`config.mk`:
```
export PLATFORM = sky130hd
export DESIGN_NAME = ptmr_core
export DESIGN_NICKNAME = d
export VERILOG_FILES = /design/src/ptmr_core.v /design/src/ptmr_tick.v
export VERILOG_INCLUDE_DIRS = /design/src /design/src/src
export SDC_FILE = /design/constraint.sdc
export NUM_CORES = 1
export LEC_CHECK = 0
export ABC_AREA = 1
export BUFFER_PORTS_ARGS = -buffer_cell sky130_fd_sc_hd__buf_2
export CAP_MARGIN = 40
export CORE_MARGIN = 5
export CORE_UTILIZATION = 55
export CTS_CLUSTER_DIAMETER = 150
export CTS_CLUSTER_SIZE = 20
export DETAILED_ROUTE_END_ITERATION = 10
export PLACE_DENSITY_LB_ADDON = 0.1
export SLEW_MARGIN = 0
export SYNTH_ARGS = -nofsm -noshare
export SYNTH_HDL_FRONTEND = slang
export SYNTH_SLANG_ARGS = --single-unit
```
`constraint.sdc`:
```
create_clock -name MCLK -period 3.3 [get_ports MCLK]
set_input_delay 0 -clock MCLK [delete_from_list [all_inputs] [get_ports MCLK]]
set_output_delay 0 -clock MCLK [all_outputs]
set_load 0.05 [all_outputs]
```
`src/ptmr_defs.vh`:
```
`ifndef PTMR_DEFS_VH
`define PTMR_DEFS_VH

// Register addresses on the byte port.
`define PTMR_ADDR_CTRL0 3'h0
`define PTMR_ADDR_CTRL1 3'h1
`define PTMR_ADDR_CNT_LO 3'h2
`define PTMR_ADDR_CNT_HI 3'h3
`define PTMR_ADDR_MA_LO 3'h4
`define PTMR_ADDR_MA_HI 3'h5
`define PTMR_ADDR_PER_LO 3'h6
`define PTMR_ADDR_PER_HI 3'h7
`define PTMR_ADDR_STATUS 3'h0

// Control register 0 fields.
`define PTMR_C0_PAUSE 7
`define PTMR_C0_CLK_HI 6
`define PTMR_C0_CLK_LO 4
`define PTMR_C0_RUN 3

// Control register 1 fields.
`define PTMR_C1_MODE_HI 7
`define PTMR_C1_MODE_LO 6
`define PTMR_C1_FUNC_HI 5
`define PTMR_C1_FUNC_LO 4
`define PTMR_C1_INIT 3
`define PTMR_C1_INV 2
`define PTMR_C1_CAPSRC 1
`define PTMR_C1_CLRSEL 0

// Status register fields (flags cleared by the FLAG_CLR_A and FLAG_CLR_P inputs).
`define PTMR_ST_MAF 0
`define PTMR_ST_MPF 1

// Modes and functions.
`define PTMR_MODE_CMP 2'h0
`define PTMR_MODE_CAP 2'h1
`define PTMR_MODE_PWM 2'h2
`define PTMR_MODE_TMR 2'h3
`define PTMR_FN_00 2'h0
`define PTMR_FN_01 2'h1
`define PTMR_FN_10 2'h2
`define PTMR_FN_11 2'h3

// Clock source codes.
`define PTMR_CK_DIV4 3'h0
`define PTMR_CK_SYS 3'h1
`define PTMR_CK_H16 3'h2
`define PTMR_CK_H64 3'h3
`define PTMR_CK_SUB 3'h4
`define PTMR_CK_H 3'h5
`define PTMR_CK_PINR 3'h6
`define PTMR_CK_PINF 3'h7

`define PTMR_RESET_BYTE 8'h00
`define PTMR_CNT_MAX 10'h3ff
`define PTMR_DIV4 4
`define PTMR_DIV16 16
`define PTMR_DIV64 64

`endif

```
`src/ptmr_core.v`:
```
`timescale 1ns/1ps
`include "ptmr_defs.vh"

// *****************************************************************
// Overview of operation
// *****************************************************************
module ptmr_core #(
  parameter CW = 10
) (
  input wire MCLK,
  input wire RST,
  input wire CE,
  input wire [2:0] ADDR,
  input wire [7:0] WDATA,
  input wire WR,
  input wire RD,
  output reg [7:0] RDATA,
  input wire SUB_TICK,
  input wire EXT_COUNT_PIN,
  output reg TIMER_OUT,
  output wire TIMER_OUT_EN,
  output wire MATCH_A_FLAG,
  output wire PERIOD_MATCH_FLAG,
  input wire FLAG_CLR_A,
  input wire FLAG_CLR_P
);
  // *****************************************************************
  // Registers
  // *****************************************************************
  reg [7:0] ctrl0_q;
  reg [7:0] ctrl1_q;
  reg [CW-1:0] cnt_q;
  reg [CW-1:0] cnt_d;
  reg [CW-1:0] match_a_value_q;
  reg [CW-1:0] period_value_q;
  reg run_prev_q;
  reg pin_q;
  reg pin_d;
  reg maf_q;
  reg mpf_q;
  reg maf_set;
  reg mpf_set;
  reg hw_stop;

  wire pause = ctrl0_q[`PTMR_C0_PAUSE];
  wire counter_run = ctrl0_q[`PTMR_C0_RUN];
  wire [1:0] mode = ctrl1_q[`PTMR_C1_MODE_HI:`PTMR_C1_MODE_LO];
  wire [1:0] pin_function = ctrl1_q[`PTMR_C1_FUNC_HI:`PTMR_C1_FUNC_LO];
  wire output_initial_level = ctrl1_q[`PTMR_C1_INIT];
  wire output_invert = ctrl1_q[`PTMR_C1_INV];
  wire clear_source_select = ctrl1_q[`PTMR_C1_CLRSEL];

  wire is_pwm_grp = (mode == `PTMR_MODE_PWM);
  wire is_single = is_pwm_grp && (pin_function == `PTMR_FN_11);
  wire is_pwm = is_pwm_grp && !is_single;
  wire is_cmp = (mode == `PTMR_MODE_CMP) || (mode == `PTMR_MODE_TMR);
  // Clear select only matters in compare and timer modes.
  wire use_a_clear = is_cmp && clear_source_select;

  wire tick;
  wire pin_edge;
  wire [CW-1:0] cnt_max = {CW{1'b1}};

  ptmr_tick u_tick (
    .MCLK(MCLK),
    .RST(RST),
    .CE(CE),
    .SEL(ctrl0_q[`PTMR_C0_CLK_HI:`PTMR_C0_CLK_LO]),
    .SUB_TICK(SUB_TICK),
    .PIN(EXT_COUNT_PIN),
    .TICK(tick),
    .PIN_EDGE(pin_edge)
  );

  wire run_rise = counter_run && !run_prev_q;
  wire counting = counter_run && !pause && tick && !run_rise;
  wire match_a = counting && (cnt_q == match_a_value_q);
  wire match_p = counting && (cnt_q == period_value_q);
  // In single pulse mode, a pin edge sets the enable bit.
  wire pin_start = is_single && !counter_run && pin_edge;

  // *****************************************************************
  // Counter and flags
  // *****************************************************************
  always @* begin
    cnt_d = cnt_q;
    maf_set = 1'b0;
    mpf_set = 1'b0;
    hw_stop = 1'b0;
    if (run_rise) begin
      cnt_d = {CW{1'b0}};
    end else if (counting) begin
      cnt_d = cnt_q + {{(CW-1){1'b0}}, 1'b1};
      if (is_cmp) begin
        // A zero match value never matches, so under match A clear the counter runs to 3FF.
        if (match_a && (match_a_value_q != {CW{1'b0}})) begin
          maf_set = 1'b1;
        end
        if (use_a_clear) begin
          if (match_a && (match_a_value_q != {CW{1'b0}})) begin
            cnt_d = {CW{1'b0}};
          end else if (cnt_q == cnt_max) begin
            cnt_d = {CW{1'b0}};
          end
        end else begin
          if (match_p && (period_value_q != {CW{1'b0}})) begin
            cnt_d = {CW{1'b0}};
            mpf_set = 1'b1;
          end else if (cnt_q == cnt_max) begin
            cnt_d = {CW{1'b0}};
            mpf_set = (period_value_q == {CW{1'b0}});
          end
        end
      end else if (is_single) begin
        if (match_a) begin
          hw_stop = 1'b1;
          maf_set = 1'b1;
        end
      end else begin
        // PWM and capture: the period comparator sets the wrap.
        maf_set = match_a;
        if (period_value_q == {CW{1'b0}}) begin
          if (cnt_q == cnt_max) begin
            cnt_d = {CW{1'b0}};
            mpf_set = 1'b1;
          end
        end else if (cnt_q == period_value_q - {{(CW-1){1'b0}}, 1'b1}) begin
          // Clearing one count early makes the period exactly the period value.
          cnt_d = {CW{1'b0}};
          mpf_set = 1'b1;
        end
      end
    end
  end

  // *****************************************************************
  // Output pin
  // *****************************************************************
  wire pwm_active = (period_value_q != {CW{1'b0}} && match_a_value_q >= period_value_q) ||
    (cnt_d < match_a_value_q);

  always @* begin
    pin_d = pin_q;
    if (run_rise || pin_start) begin
      pin_d = output_initial_level;
    end else if (is_cmp) begin
      if (match_a && match_a_value_q != {CW{1'b0}}) begin
        case (pin_function)
          `PTMR_FN_01: pin_d = 1'b0;
          `PTMR_FN_10: pin_d = 1'b1;
          `PTMR_FN_11: pin_d = ~pin_q;
          default: pin_d = pin_q;
        endcase
      end
    end else if (is_pwm) begin
      case (pin_function)
        `PTMR_FN_00: pin_d = ~output_initial_level;
        `PTMR_FN_01: pin_d = output_initial_level;
        default: pin_d = pwm_active ? output_initial_level : ~output_initial_level;
      endcase
    end else if (is_single) begin
      if (hw_stop || (!counter_run && run_prev_q)) begin
        pin_d = ~output_initial_level;
      end
    end
  end

  // *****************************************************************
  // Sequential state
  // *****************************************************************
  always @(posedge MCLK or posedge RST) begin
    if (RST) begin
      ctrl0_q <= `PTMR_RESET_BYTE;
      ctrl1_q <= `PTMR_RESET_BYTE;
      cnt_q <= {CW{1'b0}};
      match_a_value_q <= {CW{1'b0}};
      period_value_q <= {CW{1'b0}};
      run_prev_q <= 1'b0;
      pin_q <= 1'b0;
      maf_q <= 1'b0;
      mpf_q <= 1'b0;
    end else if (CE) begin
      cnt_q <= cnt_d;
      pin_q <= pin_d;
      run_prev_q <= counter_run;
      // Hardware set wins over a same-cycle clear.
      maf_q <= maf_set | (maf_q & ~FLAG_CLR_A);
      mpf_q <= mpf_set | (mpf_q & ~FLAG_CLR_P) ;
      if (WR && ADDR == `PTMR_ADDR_CTRL0) begin
        ctrl0_q <= {WDATA[7:3], 3'h0};
      end else if (hw_stop) begin
        ctrl0_q[`PTMR_C0_RUN] <= 1'b0;
      end else if (pin_start) begin
        ctrl0_q[`PTMR_C0_RUN] <= 1'b1;
      end
      if (WR && ADDR == `PTMR_ADDR_CTRL1) begin
        ctrl1_q <= WDATA;
      end
      if (WR && ADDR == `PTMR_ADDR_MA_LO) begin
        match_a_value_q[7:0] <= WDATA;
      end
      if (WR && ADDR == `PTMR_ADDR_MA_HI) begin
        match_a_value_q[CW-1:8] <= WDATA[CW-9:0];
      end
      if (WR && ADDR == `PTMR_ADDR_PER_LO) begin
        period_value_q[7:0] <= WDATA;
      end
      if (WR && ADDR == `PTMR_ADDR_PER_HI) begin
        period_value_q[CW-1:8] <= WDATA[CW-9:0];
      end
    end
  end

  // Read data stands only in the cycle after the strobe.
  always @(posedge MCLK or posedge RST) begin
    if (RST) begin
      RDATA <= 8'h00;
    end else if (CE) begin
      if (RD) begin
        case (ADDR)
          `PTMR_ADDR_CTRL0: RDATA <= ctrl0_q;
          `PTMR_ADDR_CTRL1: RDATA <= ctrl1_q;
          `PTMR_ADDR_CNT_LO: RDATA <= cnt_q[7:0];
          `PTMR_ADDR_CNT_HI: RDATA <= {{(16-CW){1'b0}}, cnt_q[CW-1:8]};
          `PTMR_ADDR_MA_LO: RDATA <= match_a_value_q[7:0];
          `PTMR_ADDR_MA_HI: RDATA <= {{(16-CW){1'b0}}, match_a_value_q[CW-1:8]};
          `PTMR_ADDR_PER_LO: RDATA <= period_value_q[7:0];
          default: RDATA <= {{(16-CW){1'b0}}, period_value_q[CW-1:8]};
        endcase
      end else begin
        RDATA <= 8'h00;
      end
    end
  end

  always @* begin
    TIMER_OUT = pin_q ^ (output_invert & ~is_cmp | output_invert & (mode == `PTMR_MODE_CMP));
  end

  // Timer/counter and capture modes release the pin.
  assign TIMER_OUT_EN = (mode == `PTMR_MODE_CMP) || is_pwm_grp;
  assign MATCH_A_FLAG = maf_q;
  assign PERIOD_MATCH_FLAG = mpf_q;
endmodule

```
`src/ptmr_tick.v`:
```
`timescale 1ns/1ps
`include "ptmr_defs.vh"

// Count-clock tick generator: one-cycle tick per selected source period.
module ptmr_tick (
  input wire MCLK,
  input wire RST,
  input wire CE,
  input wire [2:0] SEL,
  input wire SUB_TICK,
  input wire PIN,
  output reg TICK,
  output wire PIN_EDGE
);
  reg [5:0] div_q;
  reg pin_q;

  // Pin taken as synchronous; edge seen against its last sample.
  assign PIN_EDGE = (SEL == `PTMR_CK_PINF) ? (pin_q & ~PIN) : (~pin_q & PIN);

  always @(posedge MCLK or posedge RST) begin
    if (RST) begin
      div_q <= 6'h00;
      pin_q <= 1'b0;
    end else if (CE) begin
      div_q <= div_q + 6'h01;
      pin_q <= PIN;
    end
  end

  always @* begin
    case (SEL)
      `PTMR_CK_DIV4: TICK = (div_q[1:0] == 2'h3);
      `PTMR_CK_SYS: TICK = 1'b1;
      `PTMR_CK_H16: TICK = (div_q[3:0] == 4'hf);
      `PTMR_CK_H64: TICK = (div_q == 6'h3f);
      `PTMR_CK_SUB: TICK = SUB_TICK;
      `PTMR_CK_H: TICK = 1'b1;
      default: TICK = PIN_EDGE;
    endcase
  end
endmodule
```
==> metrics, run 1 <==
CP Class=flip-flop to flip-flop; pin count of the biggest net entering global routing=37; Multi-input gate area=0.00259 mm^2; most frequent cell after synthesis=nand2_1; RSZ-0062 raised after global routing=yes; n_diodes=0; fin crit period=3.24 ns; Post-Place Setup Slack=-0.0240 ns; share of the synthesized area in the top cell type=0.352; Storage cell area=0.00155 mm^2; clock transition at the registers of the reported paths=0.09 ns; placed inst area=0.00490 mm^2; Syn Area/Cell=6.99 um^2; unique cell type count in the Yosys netlist=41; die area=0.00991 mm^2; IO Count=32; Seq/Total Area, Yosys=0.352; routability congestion estimate=1.02; Final Hold Vio Count=0; vias=4760; Synth Cell Area=0.00441 mm^2; ratio of cells with drive above 1 in the final layout=0.201; final core utilization=0.701; first-pass GRT wire length=23.5 mm; Routed WL per cell=18.2 um; Syn Nets=677; Rows=32; clk_lat worst skew=0.37 ns; Synth area leader=dfrtp_1; Slew Viols, Final=0; final-layout fill cell count=689; clock sinks=62; Cell Count Post-Placement=786; DRC=0; Total Routing Usage GR=0.308; commonest cells in the netlist=nand2_1, inv_1, o21ai_0; Starting Density=0.568; antenna viol nets, final=0; DRT Pass-1 Iters=7; setup tns final=0 ns; Setup violations, final=0; worst relative slew slack=0.463; startpoint class of the critical path=flip-flop; CORE AREA=0.00777 mm^2; vias per cell=5.78; FF-to-FF setup slack=0.06 ns; EDFF count, synth=0; initial antenna violation count=0; CTS H-tree lvls=3; Detailed Route Iter0 Violations=344; Critical Path AT=3.49 ns; FMAX=309 MHz; Power Total=3.92 mW; fin cells=823; Synth Flop Type=dfrtp_1; area delta synth->final=23.5%; Chip Width=99.5 um; worst setup margin=0.0589 ns; final clock skew=0.0137 ns; status=complete, no violations; TritonCTS clock tree=done; fin nets=762; Die Y=99.5 um; Mapped Cells=631; ys async rst share=1.00; Hold WC Path Type=primary input to flip-flop; max_cap viols=0; wirelength, routed=15.0 mm; grt total ovfl=0; Worst Tran Pin Value=0.803 ns; CTS buffer count=9; peak supply drop=353 uV; Worst setup EP type=flip-flop; Max Buffers Root-to-Sink=2; synth top area cells=dfrtp_1, nand2_1, ha_1, o21ai_0, inv_1; Critical Path Fanout Max=7; number of buffers added on ports=31; Pwr per Cell Area=720 mW/mm^2; yosys warns=0; clk root buf=clkbuf_8; WP data required=3.55 ns; Fin Hold WS=0.0337 ns; vias in the first global route=4519; design area=0.00545 mm^2; DP HPWL=11.2 mm; Lkg Pwr=2.76 nW; FF+latch count, synth=62; Final Cycle Share=0.982
[kinds of logic after synthesis]
kind of cell | Yosys count | synth area share
buffers and inverters | 99 | 0.0863
flip-flops | 62 | 0.352
XOR/XNOR | 15 | 0.0298
AND/OR/NAND/NOR | 302 | 0.290
AO/OA/AOI/OAI | 127 | 0.168
adder cells (fa/ha/maj) | 26 | 0.0738
[final cells by class]
cell class / count / share of cell area
repair buffers: 89 / 0.115
clock buffers: 9 / 0.0227
clock inverters: 7 / 0.0193
well taps: 102 / 0.0234
flip-flops and latches: 62 / 0.285
multi-input cells: 470 / 0.476
inverters: 84 / 0.0579
[cell usage in the layout, fill, tap and decap left out, types with 3 or more instances in the layout]
cell and instances:
inv_1 67, xor2_1 11, o21ai_0 62, clkbuf_8 9, a22oi_1 9, dfrtp_1 61
a21oi_1 16, nor2_1 46, nor2_2 3, nor3_1 5, nand4_1 10, o22ai_1 13
buf_4 44, a211oi_1 5, buf_2 31, a21oi_2 5, nand2_1 188, xnor2_1 4
inv_2 16, nand3_2 5, ha_4 5, nand2_2 9, dlygate4sd3_1 13, nand3_1 27
nor2_4 3, ha_1 20
[critical path, stage by stage, from the launching register on]
cell,delay [ns]
dfrtp_1,0.40
inv_2,0.10
ha_2,0.20
nand2_1,0.10
nor2_1,0.15
xor2_1,0.16
nor2_1,0.05
nand3_1,0.13
nand2_2,0.08
inv_2,0.09
nand2_4,0.08
o21ai_0,0.16
nand2_1,0.12
a21oi_2,0.18
ha_4,0.23
nand2_2,0.09
nor2_1,0.06
a211oi_2,0.13
o221a_2,0.21
nand2_2,0.05
nand2_2,0.06
nand3_1,0.06
nand3_1,0.08
nand2_1,0.05
nand2_1,0.06
nand2_1,0.05
[per-layer routing]
metal  global-route usage  wire (um)  vias to the layer above  part of all wire
met5                    0          0                        -                 0
met4                0.130        465                        0             0.031
met3               0.0680       1340                       41             0.089
met2                0.485       6980                      243              0.47
met1                0.411       6180                     2228              0.41
li1                     -          -                     2248                 -
[timing repair]
action | CTS | global route
pin swaps | 0 | 16
buffers inserted | 1 | 7
hold buffers | 13 | 0
setup endpoints to repair | 1 | 1
gates resized for setup | 2 | 28
endpoints found under the hold margin | 50 | 0
[flip-flops by register name, indices dropped and copies added (netlist names)]
| register | count |
|---|---|
| cnt_q | 10 |
| match_a_value_q | 10 |
| period_value_q | 10 |
| RDATA | 8 |
| ctrl1_q | 8 |
| u_tick.div_q | 6 |
| ctrl0_q | 5 |
| MATCH_A_FLAG | 1 |
| PERIOD_MATCH_FLAG | 1 |
| pin_q | 1 |
| run_prev_q | 1 |
| u_tick.pin_q | 1 |
[worst paths after layout]
kind | start | end | depth (start not counted)
worst max-delay path | period_value_q[0] | pin_q | 25
worst min-delay path | RD | RDATA[0] | 4
worst max register to register | period_value_q[0] | pin_q | 25
worst min register to register | PERIOD_MATCH_FLAG | PERIOD_MATCH_FLAG | 2
max in group asynchronous | RST | cnt_q[2] | 4
min in group asynchronous | RST | match_a_value_q[4] | 3
[report_power, final]
part | internal, mW | leakage, nW | total, mW | switching (mW)
clock network | 0.435 | 0.112 | 0.799 | 0.364
registers | 0.955 | 0.787 | 1.23 | 0.272
logic | 0.741 | 1.86 | 1.89 | 1.15
total | 2.13 | 2.76 | 3.92 | 1.79
Power figures use the tool's default switching activity.
==> run 2: changes to the inputs <==
--- a/config.mk
+++ b/config.mk
@@ -10,7 +10,8 @@
 export BUFFER_PORTS_ARGS = -buffer_cell sky130_fd_sc_hd__buf_2
 export CAP_MARGIN = 40
 export CORE_MARGIN = 5
-export CORE_UTILIZATION = 55
+export CORE_UTILIZATION = 57
+export CTS_BUF_LIST = sky130_fd_sc_hd__clkbuf_8
 export CTS_CLUSTER_DIAMETER = 150
 export CTS_CLUSTER_SIZE = 20
 export DETAILED_ROUTE_END_ITERATION = 10
==> run 2 against run 1 <==
  * The run now ends with negative setup slack left
  * Final cell count fell by 0.36%
  * Maximum frequency shrank 3.4%
  * Clock power decreased by 1%
  * Critical path depth grew 5
  * Hold slack improved by 0.012 ns
  * Count of clock-buffer cells in the layout unchanged
  * Non-clock buffer count decreased by 3
  * Worst setup slack got worse by 0.11 ns
  * Combinational power barely moved
  * Sequential power barely moved
  * First-iteration DRC count grew 31%
  * Critical path type unchanged
==> metrics, run 2 (same netlist as run 1, synthesis figures left out) <==
DRC=0 (unchanged); CTS buffer count=9 (unchanged); Sequential Power Share=0.309 (was 0.313); WP data required=3.59 ns (was 3.55 ns); vias per cell=5.73 (was 5.78); Gate power share=0.487 (was 0.483); fin nets=759 (was 762); final clock skew=0.00737 ns (was 0.0137 ns); fin crit period=3.36 ns (was 3.24 ns); most common library cell in the layout ignoring fill and taps=nand2_1 (unchanged); pin count of the biggest net entering global routing=33 (was 37); TritonCTS clock tree=done (unchanged); antenna viol nets, final=0 (unchanged); Pint=2.11 mW (was 2.13 mW); CP Buf/Inv Count=2 (unchanged); Switching Fraction=0.455 (was 0.456); first-pass GRT wire length=23.2 mm (was 23.5 mm); FMAX=298 MHz (was 309 MHz); final core utilization=0.704 (was 0.701); Power Total=3.86 mW (was 3.92 mW); IO Count=32 (unchanged); final-layout fill cell count=650 (was 689); clock sinks=62 (unchanged); Slew Viols, Final=0 (unchanged); CP Class=flip-flop to flip-flop (unchanged); Final Hold Vio Count=0 (unchanged); max_cap viols=0 (unchanged); placed inst area=0.00488 mm^2 (was 0.00490 mm^2); wirelength, routed=14.7 mm (was 15.0 mm); Pwr per Cell Area=718 mW/mm^2 (was 720 mW/mm^2); fin cells=820 (was 823); status=finished, violations left (was complete, no violations); Worst setup EP type=flip-flop (unchanged); Lkg Pwr=2.75 nW (was 2.76 nW); routability congestion estimate=1.05 (was 1.02); Final Cycle Share=1.02 (was 0.982); RSZ-0062 raised after global routing=yes (unchanged); vias=4702 (was 4760); Rows=32 (unchanged); Critical Path Max Stage Delay=0.41 ns (was 0.40 ns); biggest regs=cnt_q x10, match_a_value_q x10, period_value_q x10 (unchanged); CP most frequent cell=nand2_1 (unchanged); worst setup margin=-0.0557 ns (was 0.0589 ns); Cell Count Post-Placement=783 (was 786); CP top delay family=simple AND/OR/NAND/NOR gates (unchanged); Setup violations, final=1 (was 0); die area=0.00959 mm^2 (was 0.00991 mm^2); clock transition at the registers of the reported paths=0.08 ns (was 0.09 ns); worst relative slew slack=0.416 (was 0.463); Starting Density=0.577 (was 0.568); Worst path slowest cell=dfrtp_1 (unchanged); Critical Path Fanout Max=5 (was 7); Critical Path AT=3.65 ns (was 3.49 ns); number of buffers added on ports=31 (unchanged); peak supply drop=303 uV (was 353 uV); CORE AREA=0.00765 mm^2 (was 0.00777 mm^2); DRT Pass-1 Iters=6 (was 7); clk_lat worst skew=0.35 ns (was 0.37 ns); Max Buffers Root-to-Sink=2 (unchanged); vias in the first global route=4614 (was 4519); DP HPWL=11.0 mm (was 11.2 mm); Total Routing Usage GR=0.307 (was 0.308); Sw Pwr=1.76 mW (was 1.79 mW); startpoint class of the critical path=flip-flop (unchanged); Chip Width=98.0 um (was 99.5 um); Routed WL per cell=17.9 um (was 18.2 um); clk root buf=clkbuf_8 (unchanged); share of total power in the clock network=0.204 (about the same); grt total ovfl=0 (unchanged); n_diodes=0 (unchanged); Hold WC Path Type=primary input to flip-flop (unchanged); initial antenna violation count=0 (unchanged); ratio of cells with drive above 1 in the final layout=0.188 (was 0.201); most frequent cells in the layout=nand2_1, inv_1, dfrtp_1, o21ai_0, nor2_1 (was nand2_1, inv_1, o21ai_0, dfrtp_1, nor2_1); Worst Tran Pin Value=0.872 ns (was 0.803 ns); failing checks=negative setup slack; Detailed Route Iter0 Violations=451 (was 344); area delta synth->final=22.0% (was 23.5%); design area=0.00538 mm^2 (was 0.00545 mm^2); CTS H-tree lvls=3 (unchanged); Die Y=98.0 um (was 99.5 um)
run 2: cell count changes in the layout (fill, tap and decap cells not counted), moves of 2 or more:
cell,previous run,this run
inv_2,16,14
ha_4,5,1
ha_1,20,24
nand2_2,9,7
nand2_1,188,190
buf_4,44,40
run 2: layout make-up:
type	instances	area [um^2]	share of cell area
inverters	84	318	0.0591
flip-flops and latches	62	1550	0.288
clock inverters	7	105	0.0195
repair buffers	86	607	0.113
multi-input cells	470	2550	0.473
clock buffers	9	124	0.0230
well taps	102	128	0.0237
run 2: worst paths after layout:
kind                                        end            start  cells after the start  slack (ns)
max in group asynchronous              cnt_q[7]              RST                      4        2.16
worst max-delay path                      pin_q       ctrl1_q[7]                     30       -0.06
worst min-delay path                   RDATA[0]               RD                      4        0.05
worst max register to register            pin_q       ctrl1_q[7]                     30       -0.06
worst min register to register  u_tick.div_q[4]  u_tick.div_q[4]                      1        0.49
min in group asynchronous            ctrl0_q[4]              RST                      3        0.27
run 2: worst reg2reg max path, delay by kind of cell (launching register included):
| family | cells | cell delay (ns) |
|---|---|---|
| flip-flops | 1 | 0.41 |
| adder cells (fa/ha/maj) | 2 | 0.58 |
| buffers and inverters | 2 | 0.10 |
| AND/OR/NAND/NOR | 21 | 1.53 |
| AO/OA/AOI/OAI | 5 | 0.70 |
run 2: power groups by stage:
stage          Sequential [mW]  Clock (mW)  Combinational [mW]
2_1_floorplan             1.15           0                1.13
3_3_place_gp              1.20           0                1.69
3_5_place_dp              1.20           0                1.72
4_1_cts                   1.19       0.789                1.78
5_1_grt                   1.22       0.827                2.07
6_report                  1.20       0.788                1.88
run 2: routing by layer:
layer / GRT usage / part of all wire / wire length [um]
met4: 0.128 / 0.034 / 497
met1: 0.417 / 0.42 / 6110
met3: 0.0500 / 0.084 / 1230
met5: 0 / 0 / 0
met2: 0.488 / 0.47 / 6830
run 2: metrics by stage:
stage / TNS [ns] / setup slack, ns / hold slack, ns
floorplan: 0 / 0.191 / 0.121
CTS: 0 / 0.0141 / 0.0374
detailed placement: -0.119 / -0.119 / 0.110
global route: -0.274 / -0.274 / 0.0777
finish: -0.0557 / -0.0557 / 0.0457
global placement: 0 / 0.0126 / 0.111
run 2: timing repair:
item,4_1_cts,5_1_grt
pin swaps,0,20
hold buffers,14,0
endpoints found under the setup margin,1,1
endpoints found under the hold margin,53,0
gates resized for setup,5,20
buffers inserted,2,5
